===== config.mk =====
export PLATFORM = sky130hd
export DESIGN_NAME = pabd_top
export DESIGN_NICKNAME = d
export VERILOG_FILES = /design/src/pabd_pkg.sv /design/src/pabd_top.sv
export SDC_FILE = /design/constraint.sdc
export NUM_CORES = 1
export LEC_CHECK = 0
export ABC_AREA = 1
export ABC_CLOCK_PERIOD_IN_PS = 13600
export BUFFER_PORTS_ARGS = -buffer_cell sky130_fd_sc_hd__buf_4
export CAP_MARGIN = 25
export CORE_UTILIZATION = 30
export DETAILED_ROUTE_END_ITERATION = 16
export PLACE_DENSITY_LB_ADDON = 0.25
export SETUP_SLACK_MARGIN = 0.05
export SLEW_MARGIN = 5
export SYNTH_ARGS = -nofsm -noshare
export SYNTH_HDL_FRONTEND = slang
export SYNTH_SLANG_ARGS = --single-unit

===== constraint.sdc =====
create_clock -name mclk -period 13.6 [get_ports mclk]
set_input_delay 0.68 -clock mclk [delete_from_list [all_inputs] [get_ports mclk]]
set_output_delay 0.68 -clock mclk [all_outputs]
set_load 0.02 [all_outputs]

===== src/pabd_pkg.sv =====
// Constants, types and decode helpers for the management address and command decoder
//
// How it works
// RQ1: Index scheme address equals twenty-five times high index plus low index.
// RQ2: Each strap level resolves to one of indices zero through twenty-four.
// RQ3: Board keeps high index zero to four; any low index, 125 addresses. Code only flags sums above 127, so 125-127 are accepted.
// RQ4: Without a high strap input, the high index is fixed at four.
// RQ5: Three-level scheme address is 20h plus three times high plus low.
// RQ6: Strap at reference reads low, floating reads open, driven high reads high.
// RQ7: Without a high strap input, three-level scheme treats it as open.
// RQ8: Address 4Bh is production only; never the operating address, never answered.
// RQ9: Board avoids SMBus reserved addresses such as 0, 12, 97, 120-123.
// RQ10: Both ends follow standard SMBus protocol; host tolerates clock stretching.
// RQ11: Status never shows busy; host must leave enough idle time instead.
// RQ12: Host leaves SMBus bus-free time between every stop and next start.
// RQ13: Host waits extra 100 ms after a non-volatile store command.
// RQ14: Only implemented command codes decode; 00h, 10h, 5Fh and others do not.
// RQ15: Status commands 78h-7Eh, 80h are read-only; clear-faults 03h accepted.
// RQ16: Monitors 88h, 8Bh-8Dh, 94h, 95h read-only; 8Eh, 90h absent.
// RQ17: Bus clock stays between 10 kHz and 100 kHz.
// RQ18: Alert output asserts whenever any fault or warning condition occurs.
// RQ19: Unimplemented command sets communication fault and changes no configuration.
// RQ20: Acknowledge only own strapped address, plus SMBus-required alert response.
package pabd_pkg;
    localparam int         IDX_W            = 5;
    localparam int         LVL_W            = 8;
    localparam int         IDX_COUNT        = 24;
    localparam logic [4:0] IDX_MAX          = 5'h18;
    localparam logic [9:0] IDX_RADIX        = 10'h019;
    localparam logic [4:0] HIGH_IDX_FIXED   = 5'h04;
    localparam logic [7:0] LVL_STEP         = 8'h0a;
    localparam logic [7:0] LVL_OFS          = 8'h05;
    localparam logic [6:0] TRI_BASE         = 7'h20;
    localparam logic [6:0] TRI_RADIX        = 7'h03;
    localparam logic [6:0] ADDR_PRODUCTION  = 7'h4b;
    localparam logic [6:0] ADDR_GEN_CALL    = 7'h00;
    localparam logic [6:0] ADDR_ALERT_RESP  = 7'h0c;
    localparam logic [6:0] ADDR_DEV_DEFAULT = 7'h61;
    localparam logic [6:0] ADDR_TEN_BIT_LO  = 7'h78;
    localparam logic [6:0] ADDR_TEN_BIT_HI  = 7'h7b;
    localparam logic [9:0] ADDR_LIMIT       = 10'h07f;
    localparam logic [7:0] CMD_CLEAR_FAULTS = 8'h03;
    localparam int         STAT_BUSY_BIT    = 7;
    localparam int         STAT_CML_BIT     = 1;
    localparam int         STAT_FAULT_BIT   = 0;
    localparam int         FAULT_W          = 8;

    typedef enum logic [2:0] {
        STRAP_LOW  = 3'b001,
        STRAP_OPEN = 3'b010,
        STRAP_HIGH = 3'b100
    } pabd_strap_e;

    typedef enum logic [1:0] {
        PH_SAMPLE = 2'b01,
        PH_RUN    = 2'b10
    } pabd_phase_e;

    // One strap pin as seen by the analog front end
    typedef struct packed {
        logic [7:0] level;
        logic       at_strap_reference_node;
        logic       driven_high;
    } pabd_strap_s;

    typedef struct packed {
        logic [7:0] code;
        logic       write;
    } pabd_cmd_s;

    // Implemented command set
    function automatic logic pabd_cmd_impl(input logic [7:0] c);
        return c inside {8'h01, 8'h02, 8'h03, 8'h11, 8'h12, 8'h15, 8'h16,
            [8'h20:8'h28], 8'h32, 8'h33, 8'h37, 8'h38, 8'h39, 8'h40, 8'h41,
            8'h44, 8'h45, 8'h46, 8'h4b, 8'h4f, 8'h50, [8'h51:8'h5a], 8'h5e,
            8'h60, 8'h61, 8'h64, 8'h65, [8'h78:8'h7e], 8'h80, 8'h88,
            [8'h8b:8'h8d], 8'h94, 8'h95, [8'h98:8'h9e], 8'hb0, 8'hbe, 8'hbf,
            [8'hd0:8'hd8], [8'hdc:8'hde], [8'he0:8'he2], [8'he4:8'hea],
            8'hf0, 8'hf2, 8'hf3, [8'hfa:8'hfd]};
    endfunction

    // Read-only commands: mode, status and monitors
    function automatic logic pabd_cmd_ro(input logic [7:0] c);
        return c inside {8'h20, [8'h78:8'h7e], 8'h80, 8'h88, [8'h8b:8'h8d],
            8'h94, 8'h95};
    endfunction

    function automatic logic pabd_addr_reserved(input logic [6:0] a);
        return (a == ADDR_GEN_CALL) || (a == ADDR_ALERT_RESP) ||
               (a == ADDR_DEV_DEFAULT) ||
               ((a >= ADDR_TEN_BIT_LO) && (a <= ADDR_TEN_BIT_HI));
    endfunction

    function automatic logic [6:0] pabd_strap_val(input pabd_strap_e s);
        logic [6:0] v;
        v = 7'h01;
        unique case (s)
            STRAP_LOW:  v = 7'h00;
            STRAP_OPEN: v = 7'h01;
            STRAP_HIGH: v = 7'h02;
        endcase
        return v;
    endfunction
endpackage


===== src/pabd_top.sv =====
// Strap address resolution, address match and command decode for the management port
`timescale 1ns/1ps
module pabd_top #(
    parameter bit HAS_HIGH_STRAP = 1'b1
) (
    input  wire logic                          mclk,
    input  wire logic                          reset,
    input  wire logic                          addr_scheme_tri,
    input  wire pabd_pkg::pabd_strap_s         addr_strap_low_digit,
    input  wire pabd_pkg::pabd_strap_s         addr_strap_high_digit,
    input  wire logic                          rx_addr_valid,
    input  wire logic [6:0]                    rx_addr,
    input  wire logic                          cmd_valid,
    input  wire pabd_pkg::pabd_cmd_s           cmd,
    input  wire logic [pabd_pkg::FAULT_W-1:0]  fault_event,
    output logic [6:0]                         bus_addr,
    output logic                               addr_config_error,
    output logic                               addr_ack,
    output logic                               cmd_accept,
    output logic                               cmd_reject,
    output logic                               cfg_write_en,
    output logic                               comm_fault,
    output logic [7:0]                         status_byte,
    output logic                               fault_alert_output_n
);
    import pabd_pkg::*;

    pabd_phase_e        phase;
    pabd_phase_e        next_phase;
    logic [4:0]         lo_idx;
    logic [4:0]         hi_idx;
    logic [4:0]         next_lo_idx;
    logic [4:0]         next_hi_idx;
    pabd_strap_e        lo_state;
    pabd_strap_e        hi_state;
    pabd_strap_e        next_lo_state;
    pabd_strap_e        next_hi_state;
    logic               tri_mode;
    logic               next_tri_mode;
    logic [6:0]         next_bus_addr;
    logic               next_addr_config_error;
    logic               next_addr_ack;
    logic               next_cmd_accept;
    logic               next_cmd_reject;
    logic               next_cfg_write_en;
    logic               next_comm_fault;
    logic [7:0]         next_status_byte;
    logic               next_fault_alert_output_n;
    logic [FAULT_W-1:0] fault_status;
    logic [FAULT_W-1:0] next_fault_status;
    logic [1:0][IDX_COUNT-1:0] above;
    logic [4:0]         cur_idx [2];
    pabd_strap_e        cur_lo_state;
    pabd_strap_e        cur_hi_state;
    logic [9:0]         idx_sum;
    logic [6:0]         tri_addr;

    // Threshold ladder per strap, one comparator per index boundary
    for (genvar s = 0; s < 2; s++) begin : g_strap
        for (genvar k = 0; k < IDX_COUNT; k++) begin : g_step
            if (s == 0) begin : g_lo
                assign above[s][k] = addr_strap_low_digit.level >=
                                     (LVL_OFS + 8'(k) * LVL_STEP); // RQ2
            end else begin : g_hi
                assign above[s][k] = addr_strap_high_digit.level >=
                                     (LVL_OFS + 8'(k) * LVL_STEP); // RQ2
            end
        end
    end

    // Thermometer count gives the index; saturates at 24 by construction
    always_comb
    begin
        for (int s = 0; s < 2; s++)
        begin
            cur_idx[s] = 5'h00;
            for (int k = 0; k < IDX_COUNT; k++)
            begin
                cur_idx[s] = cur_idx[s] + {4'h0, above[s][k]}; // RQ2
            end
        end
    end

    // Reference wins over a high reading, so a shorted strap is never high
    always_comb
    begin
        cur_lo_state = addr_strap_low_digit.at_strap_reference_node ? STRAP_LOW :
                       addr_strap_low_digit.driven_high ? STRAP_HIGH : STRAP_OPEN; // RQ6
        cur_hi_state = addr_strap_high_digit.at_strap_reference_node ? STRAP_LOW :
                       addr_strap_high_digit.driven_high ? STRAP_HIGH : STRAP_OPEN; // RQ6
        if (!HAS_HIGH_STRAP)
        begin
            cur_hi_state = STRAP_OPEN; // RQ7
        end
    end

    // Both address forms from the fresh strap readings
    always_comb
    begin
        idx_sum  = 10'(IDX_RADIX * {5'h00, (HAS_HIGH_STRAP ? cur_idx[1] : HIGH_IDX_FIXED)})
                   + {5'h00, cur_idx[0]}; // RQ1 RQ4
        tri_addr = TRI_BASE + 7'(TRI_RADIX * pabd_strap_val(cur_hi_state))
                   + pabd_strap_val(cur_lo_state); // RQ5
    end

    // Straps caught once after reset release; later pin wiggles are ignored
    always_comb
    begin
        next_phase             = phase;
        next_lo_idx            = lo_idx;
        next_hi_idx            = hi_idx;
        next_lo_state          = lo_state;
        next_hi_state          = hi_state;
        next_tri_mode          = tri_mode;
        next_bus_addr          = bus_addr;
        next_addr_config_error = addr_config_error;
        unique case (phase)
            PH_SAMPLE:
            begin
                next_phase    = PH_RUN;
                next_lo_idx   = cur_idx[0];
                next_hi_idx   = HAS_HIGH_STRAP ? cur_idx[1] : HIGH_IDX_FIXED; // RQ4
                next_lo_state = cur_lo_state;
                next_hi_state = cur_hi_state;
                next_tri_mode = addr_scheme_tri;
                if (addr_scheme_tri)
                begin
                    next_bus_addr          = tri_addr; // RQ5
                    next_addr_config_error = (cur_lo_state == STRAP_HIGH) &&
                                             (cur_hi_state == STRAP_HIGH); // RQ5
                end
                else
                begin
                    next_bus_addr          = idx_sum[6:0]; // RQ1
                    next_addr_config_error = idx_sum > ADDR_LIMIT; // RQ3
                end
                // Refusing a bad strap beats colliding with reserved traffic
                if ((next_bus_addr == ADDR_PRODUCTION) ||
                    pabd_addr_reserved(next_bus_addr))
                begin
                    next_addr_config_error = 1'b1; // RQ8 RQ9
                end
            end
            PH_RUN:
            begin
                next_phase = PH_RUN;
            end
        endcase
    end

    always_ff @(posedge mclk)
    begin
        if (reset)
        begin
            phase             <= PH_SAMPLE;
            lo_idx            <= 5'h00;
            hi_idx            <= 5'h00;
            lo_state          <= STRAP_OPEN;
            hi_state          <= STRAP_OPEN;
            tri_mode          <= 1'b0;
            bus_addr          <= 7'h00;
            addr_config_error <= 1'b0;
        end
        else
        begin
            phase             <= next_phase;
            lo_idx            <= next_lo_idx;
            hi_idx            <= next_hi_idx;
            lo_state          <= next_lo_state;
            hi_state          <= next_hi_state;
            tri_mode          <= next_tri_mode;
            bus_addr          <= next_bus_addr;
            addr_config_error <= next_addr_config_error;
        end
    end

    // Address match plus alert response while an alert is pending
    always_comb
    begin
        next_addr_ack = 1'b0;
        if (rx_addr_valid && (phase == PH_RUN))
        begin
            next_addr_ack = (!addr_config_error && (rx_addr == bus_addr) &&
                             (rx_addr != ADDR_PRODUCTION)) ||
                            ((rx_addr == ADDR_ALERT_RESP) && !fault_alert_output_n); // RQ8 RQ20 RQ10
        end
    end

    // Command decode, sticky faults and status; a set beats a same-cycle clear
    always_comb
    begin
        logic clear_req;
        logic cml_set;
        clear_req         = 1'b0;
        cml_set           = 1'b0;
        next_cmd_accept   = 1'b0;
        next_cmd_reject   = 1'b0;
        next_cfg_write_en = 1'b0;
        if (cmd_valid && (phase == PH_RUN))
        begin
            if (!pabd_cmd_impl(cmd.code) || (cmd.write && pabd_cmd_ro(cmd.code)))
            begin
                next_cmd_reject = 1'b1; // RQ14 RQ15 RQ16 RQ19
                cml_set         = 1'b1; // RQ19
            end
            else
            begin
                next_cmd_accept   = 1'b1;
                clear_req         = cmd.code == CMD_CLEAR_FAULTS; // RQ15
                next_cfg_write_en = cmd.write && !clear_req;
            end
        end
        next_comm_fault   = cml_set | (comm_fault & ~clear_req);
        next_fault_status = fault_event | (fault_status & ~{FAULT_W{clear_req}});
        // Busy is never reported; host pacing covers slow internal work
        next_status_byte                 = 8'h00; // RQ11
        next_status_byte[STAT_CML_BIT]   = next_comm_fault;
        next_status_byte[STAT_FAULT_BIT] = |next_fault_status;
        next_fault_alert_output_n        = !((|next_fault_status) | next_comm_fault); // RQ18
    end

    always_ff @(posedge mclk)
    begin
        if (reset)
        begin
            addr_ack             <= 1'b0;
            cmd_accept           <= 1'b0;
            cmd_reject           <= 1'b0;
            cfg_write_en         <= 1'b0;
            comm_fault           <= 1'b0;
            fault_status         <= '0;
            status_byte          <= 8'h00;
            fault_alert_output_n <= 1'b1;
        end
        else
        begin
            addr_ack             <= next_addr_ack;
            cmd_accept           <= next_cmd_accept;
            cmd_reject           <= next_cmd_reject;
            cfg_write_en         <= next_cfg_write_en;
            comm_fault           <= next_comm_fault;
            fault_status         <= next_fault_status;
            status_byte          <= next_status_byte;
            fault_alert_output_n <= next_fault_alert_output_n;
        end
    end
endmodule


# Word-level counts from Yosys, hierarchy flattened
# Cells that the tools add are included.
# totals
ramBits	0
input_bits	49
memories	0
register_bits	32
out_inout_bits	22
mem_bits_ro	0
latchBits	0
# classes
mux	16
div	0
bitwise	9
n_lt_le_gt_ge	71
shifts	0
mul	2
n_addsub	49
eq_ne	50
reduce_logical	38
# op_table
cell	count
8-bit >= comparator (second input constant)	29
5-bit by 1-bit adder with 5-bit output	38
8-bit by 7-bit >= comparator with 1-bit output (second input constant)	16
8-bit by 7-bit equality test with 1-bit output (second input constant)	13
8-bit equality test (second input constant)	10
8-bit by 6-bit >= comparator with 1-bit output (second input constant)	7
8-bit less-or-equal comparator (second input constant)	7
8-bit by 6-bit equality test with 1-bit output (second input constant)	6
45-bit nonzero test	1
7-bit case mux with 3 select lines	2
8-bit by 5-bit equality test with 1-bit output (second input constant)	4
1-bit logical AND	19
8-bit by 2-bit equality test with 1-bit output (second input constant)	2
8-bit by 3-bit >= comparator with 1-bit output (second input constant)	2
8-bit by 4-bit >= comparator with 1-bit output (second input constant)	2
8-bit by 5-bit >= comparator with 1-bit output (second input constant)	2
8-bit by 7-bit less-or-equal comparator with 1-bit output (second input constant)	2
7-bit by 4-bit equality test with 1-bit output (second input constant)	2
7-bit equality test (second input constant)	2
7-bit 2-to-1 mux	2
3-bit 2-to-1 mux	4
10-bit by 5-bit adder with 10-bit output	1
4-bit by 1-bit adder with 5-bit output	2
10-bit by 7-bit > comparator with 1-bit output (second input constant)	1
33 further kinds	59

# Depth between registers and ports, before layout
# logic_depth
depth_word	34
mapped_depth	38
depth_no_buf	37

# Worst setup path before layout
# OpenSTA, ideal clock, no wires.
# synth_timing
path_type	in2reg
start	in addr_strap_high_digit[8] (netlist name)
end	reg addr_config_error
arrival_ns	8.224
setup_time_ns	0.109
stages	33
path_slack_ns	5.267
path_cell_list	clkbuf_1 > inv_1 > nor2_1 > nand2_1 > o31ai_1 > fa_1 > fa_1 > fa_1 > fa_1 > fa_1 > ha_1 > fa_1 > inv_1 > fa_1 > fa_1 > inv_1 > fa_1 > inv_1 > fa_1 > inv_1 > fa_1 > nand3_1 > nand3_1 > nand2_1 > nand2_1 > nor2_1 > inv_2 > nand3_1 > nand2_1 > nand2_1 > nand3_1 > nand2_1 > inv_1
# synth_via
elab_chain_len	34
elab_cells_between_ends	65
classes_between	add/sub: 24; mul: 1; order compare: 27; eq/ne: 3; mux: 4; reduce/logical: 6
# synth_rtl
item	line_no	text
from (decl)	pabd_top.sv:10	input wire pabd_pkg::pabd_strap_s addr_strap_high_digit,
8-bit by 3-bit >= comparator with 1-bit output / 8-bit by 4-bit >= comparator with 1-bit output (equally long branches)	pabd_top.sv:65	assign above[s][k] = addr_strap_high_digit.level >=
1-bit by 1-bit adder with 2-bit output	pabd_top.sv:79	cur_idx[s] = cur_idx[s] + {4'h0, above[s][k]};
2-bit by 1-bit adder with 3-bit output	pabd_top.sv:79	
3-bit by 1-bit adder with 4-bit output	pabd_top.sv:79	
4-bit by 1-bit adder with 5-bit output	pabd_top.sv:79	
5-bit by 1-bit adder with 5-bit output (18 in a row)	pabd_top.sv:79	
5-bit by 1-bit adder with 5-bit output *	pabd_top.sv:79	
5-bit by 5-bit multiplier with 10-bit output *	pabd_top.sv:100	idx_sum = 10'(IDX_RADIX * {5'h00, (HAS_HIGH_STRAP ? cur_idx[1] : HIGH_IDX_FIXED)})
10-bit by 5-bit adder with 10-bit output *	pabd_top.sv:101	+ {5'h00, cur_idx[0]};
branches (longest 7 deep; another with 7-bit >= comparator)	--	
1-bit 2-to-1 mux *	pabd_top.sv:138	if ((next_bus_addr == ADDR_PRODUCTION) ||
to (signal assigned)	pabd_top.sv:173	addr_config_error <= next_addr_config_error;
to (decl)	pabd_top.sv:17	output logic addr_config_error,
# Every way passes the cells marked *. The select of a mux whose other input is x is not followed.
# A chain may end at the register's enable or synchronous reset.

# Worst setup path in the final report
# layout_timing
start	in addr_strap_high_digit[7] (netlist name)
end	reg addr_config_error
# The elaborated chain is that of the path after synthesis.

==> results.cfg <==
[routing]
dr_total_vias = 4071
wl_per_cell_um = 11.3
postRouteWirelength_mm = 9.68
drt.antenna.violating_nets = 0
route.detailed.vias_per_inst = 4.77
drc_errors = 0
drt_first_pass_iters = 5
initialDrtViolationCount = 440

[timing]
layout_min_cycle_time_ns = 8.58
totalNegativeSetupSlack_ns = 0
finalCritPeriodShare_pct = 63.1
maxSlewHeadroom_pct = 55.1
fmax_mhz = 117
timing.final.hold_violations = 0
setup_violations = 0
timing_max_transition_violations_final = 0
max_slew.worst_pin.slew_ns = 0.671
worst_clock_skew_ns = 0.00587
grt_setup_unrepaired = false

[clock_network]
cts_tree = built
insertion_delay_ns = 0.26
clock_sinks = 25
cts-hold-fix-buffers = 0
h-tree-depth = 1
postCtsResizedCells = 0
clockBufferDepth = 2
cts_setup_buffers = 0
buffer_cell_driving_the_clock_tree_root = sky130_fd_sc_hd__clkbuf_16
cts_buf_count = 3
worst_setup_hold_path_clk_slew_ns = 0.07

[worst_hold_path]
worst_hold_path_type = register to register

[worst_setup_path]
critical_path.max_fanout = 7
critical_path.endpoint_type = register
cpMostUsedCell = sky130_fd_sc_hd__fa_1
crit_path_top_delay_cell = sky130_fd_sc_hd__fa_1
critical-path-top-delay-family = adder cells
worst-endpoint-required_ns = 13.76
max_stage_delay_ns = 0.55
worst_setup_path_category = input pin to register
worst_ep_arrival_time_ns = 8.74
worst-path-buf-inv = 8
worstSetupStartpointType = input pin

[grt]
globalRouteOverflowTotal = 0
grt_antenna_before_repair = 0
first_pass_grt_wire_length_mm = 17.0
grt_max_degree = 17
grt.total_usage_pct = 14.0
number_of_global_route_vias_before_repair = 3981

[synthesis]
synth-seq-area-share_pct = 12.0
synth_largest_type_area_fraction_pct = 18.7
synth_top_cell_by_area = sky130_fd_sc_hd__fa_1
synth_area_per_cell_sq_um = 6.71
synth_enable_flop_cells = 0
synth_flop_cell = sky130_fd_sc_hd__dfxtp_1
syn_inst = 621
synth-seq-cells = 25
synth.cell_area_sq_um = 4170
yosys.cell_types.count = 41
ys.warnings.count = 0
synth_top_cells_by_count = 114 x sky130_fd_sc_hd__inv_1, 114 x sky130_fd_sc_hd__nand2_1, 79 x sky130_fd_sc_hd__nor2_1
synth.area.top_cells = sky130_fd_sc_hd__fa_1 19%, sky130_fd_sc_hd__dfxtp_1 12%, sky130_fd_sc_hd__ha_1 12%
synth-async-reset-ratio_pct = 0

[floorplan]
die-height_um = 120
initial_utilization_pct = 31.1
fp-row-count = 42
boundaryPins = 71
total_die_area_sq_um = 14400
core_area_sq_um = 13400
floorplan.die.width_um = 120

[layout]
antenna-diode-count = 0
synthToLayoutAreaGrowth_pct = 17.1
design.final.nets = 807
fillCellCount = 1409
drive_gt1_share_pct = 13.7

[placement]
place.port_buffers = 64
detailed_place_hpwl_mm = 8.38
gp_congestion = 0.936

[job]
max_cap_viols = 0

[status]
run_status = finished clean
==> worst register-to-register path, stage by stage, from the launching register on <==
cell,delay (ns)
sky130_fd_sc_hd__dfxtp_1,0.33
sky130_fd_sc_hd__inv_1,0.06
sky130_fd_sc_hd__nor2_1,0.52
sky130_fd_sc_hd__inv_1,0.25
sky130_fd_sc_hd__a31oi_1,0.22
sky130_fd_sc_hd__and2_1,0.15
sky130_fd_sc_hd__nand3_1,0.07
sky130_fd_sc_hd__nand2_1,0.05
sky130_fd_sc_hd__inv_1,0.03
==> flip-flops by register name, indices dropped and copies added (netlist names) <==
signal / flops
addr_ack: 1
addr_config_error: 1
bus_addr: 7
cfg_write_en: 1
cmd_accept: 1
cmd_reject: 1
comm_fault: 1
fault_alert_output_n: 1
fault_status: 8
phase: 2
status_byte: 1
==> placed cells by master, fill, tap and decap left out, drive strengths merged, types with 2 or more instances in the layout <==
master	netlist	routed
nand4	8	8
dfxtp	25	25
conb	1	6
o22ai	3	3
xor2	6	6
xnor2	4	4
nand3	42	42
fa	39	39
nand2	116	116
nor2	82	82
o211ai	6	6
o21bai	2	2
a31oi	4	4
nor4	2	2
inv	125	126
a211oi	4	4
a21oi	36	36
o21ai	38	38
o31ai	3	3
nor3	6	6
buf	9	64
or2	2	2
a22oi	2	2
clkbuf	7	3
ha	40	40
==> per-layer routing <==
metal,part of all wire (%),vias to the layer above,wire length [um],GRT usage [%]
met5,0,-,0,0
met4,1.3,0,127,2.11
met3,4.5,12,431,1.14
met2,50,132,4820,26.0
met1,44,1840,4300,17.8
li1,-,2087,-,-
==> final cells by class <==
cell class	instances	area (sq um)	share of cell area, %
multi-input cells	460	3120	64.0
clock inverters	1	8.76	0.180
clock buffers	3	75.1	1.54
repair buffers	64	480	9.85
flip-flops and latches	25	500	10.3
inverters	125	469	9.62
well taps	176	220	4.51
==> kinds of logic after synthesis <==
group,after synthesis,share of synthesized area [%]
buffers and inverters,141,13.5
other,1,0.0900
adder cells (fa/ha/maj),79,30.8
flip-flops,25,12.0
AND/OR/NAND/NOR,260,26.5
AO/OA/AOI/OAI,105,15.0
XOR/XNOR,10,2.10
==> final timing paths <==
path                                            startpoint                        endpoint  slack (ns)  cells after the start
worst min-delay path            fault_status[0]$_SDFF_PP0_      fault_status[0]$_SDFF_PP0_        0.48                      2
worst min register to register  fault_status[0]$_SDFF_PP0_      fault_status[0]$_SDFF_PP0_        0.48                      2
worst max register to register         phase[0]$_SDFF_PP1_  addr_config_error$_SDFFE_PP0N_       11.81                      8
worst max-delay path              addr_strap_high_digit[7]  addr_config_error$_SDFFE_PP0N_        5.02                     33
==> metrics by stage <==
stage | hold WS, ns | instances | worst slack, ns | area, sq um | utilization, %
finish | 0.483 | 854 | 5.02 | 4880 | 36.4
global route | 0.498 | 854 | 4.54 | 4880 | 36.4
CTS | 0.488 | 854 | 5.01 | 4880 | 36.4
detailed placement | 0.472 | 850 | 4.74 | 4790 | 35.8
global placement | 0.466 | 850 | 4.88 | 4790 | 35.8
floorplan | 0.448 | 626 | 5.27 | 4190 | -
Power is left out: the tool's default activity adds up to more than one toggle a clock period on the data nets, which glitch-free logic cannot reach.
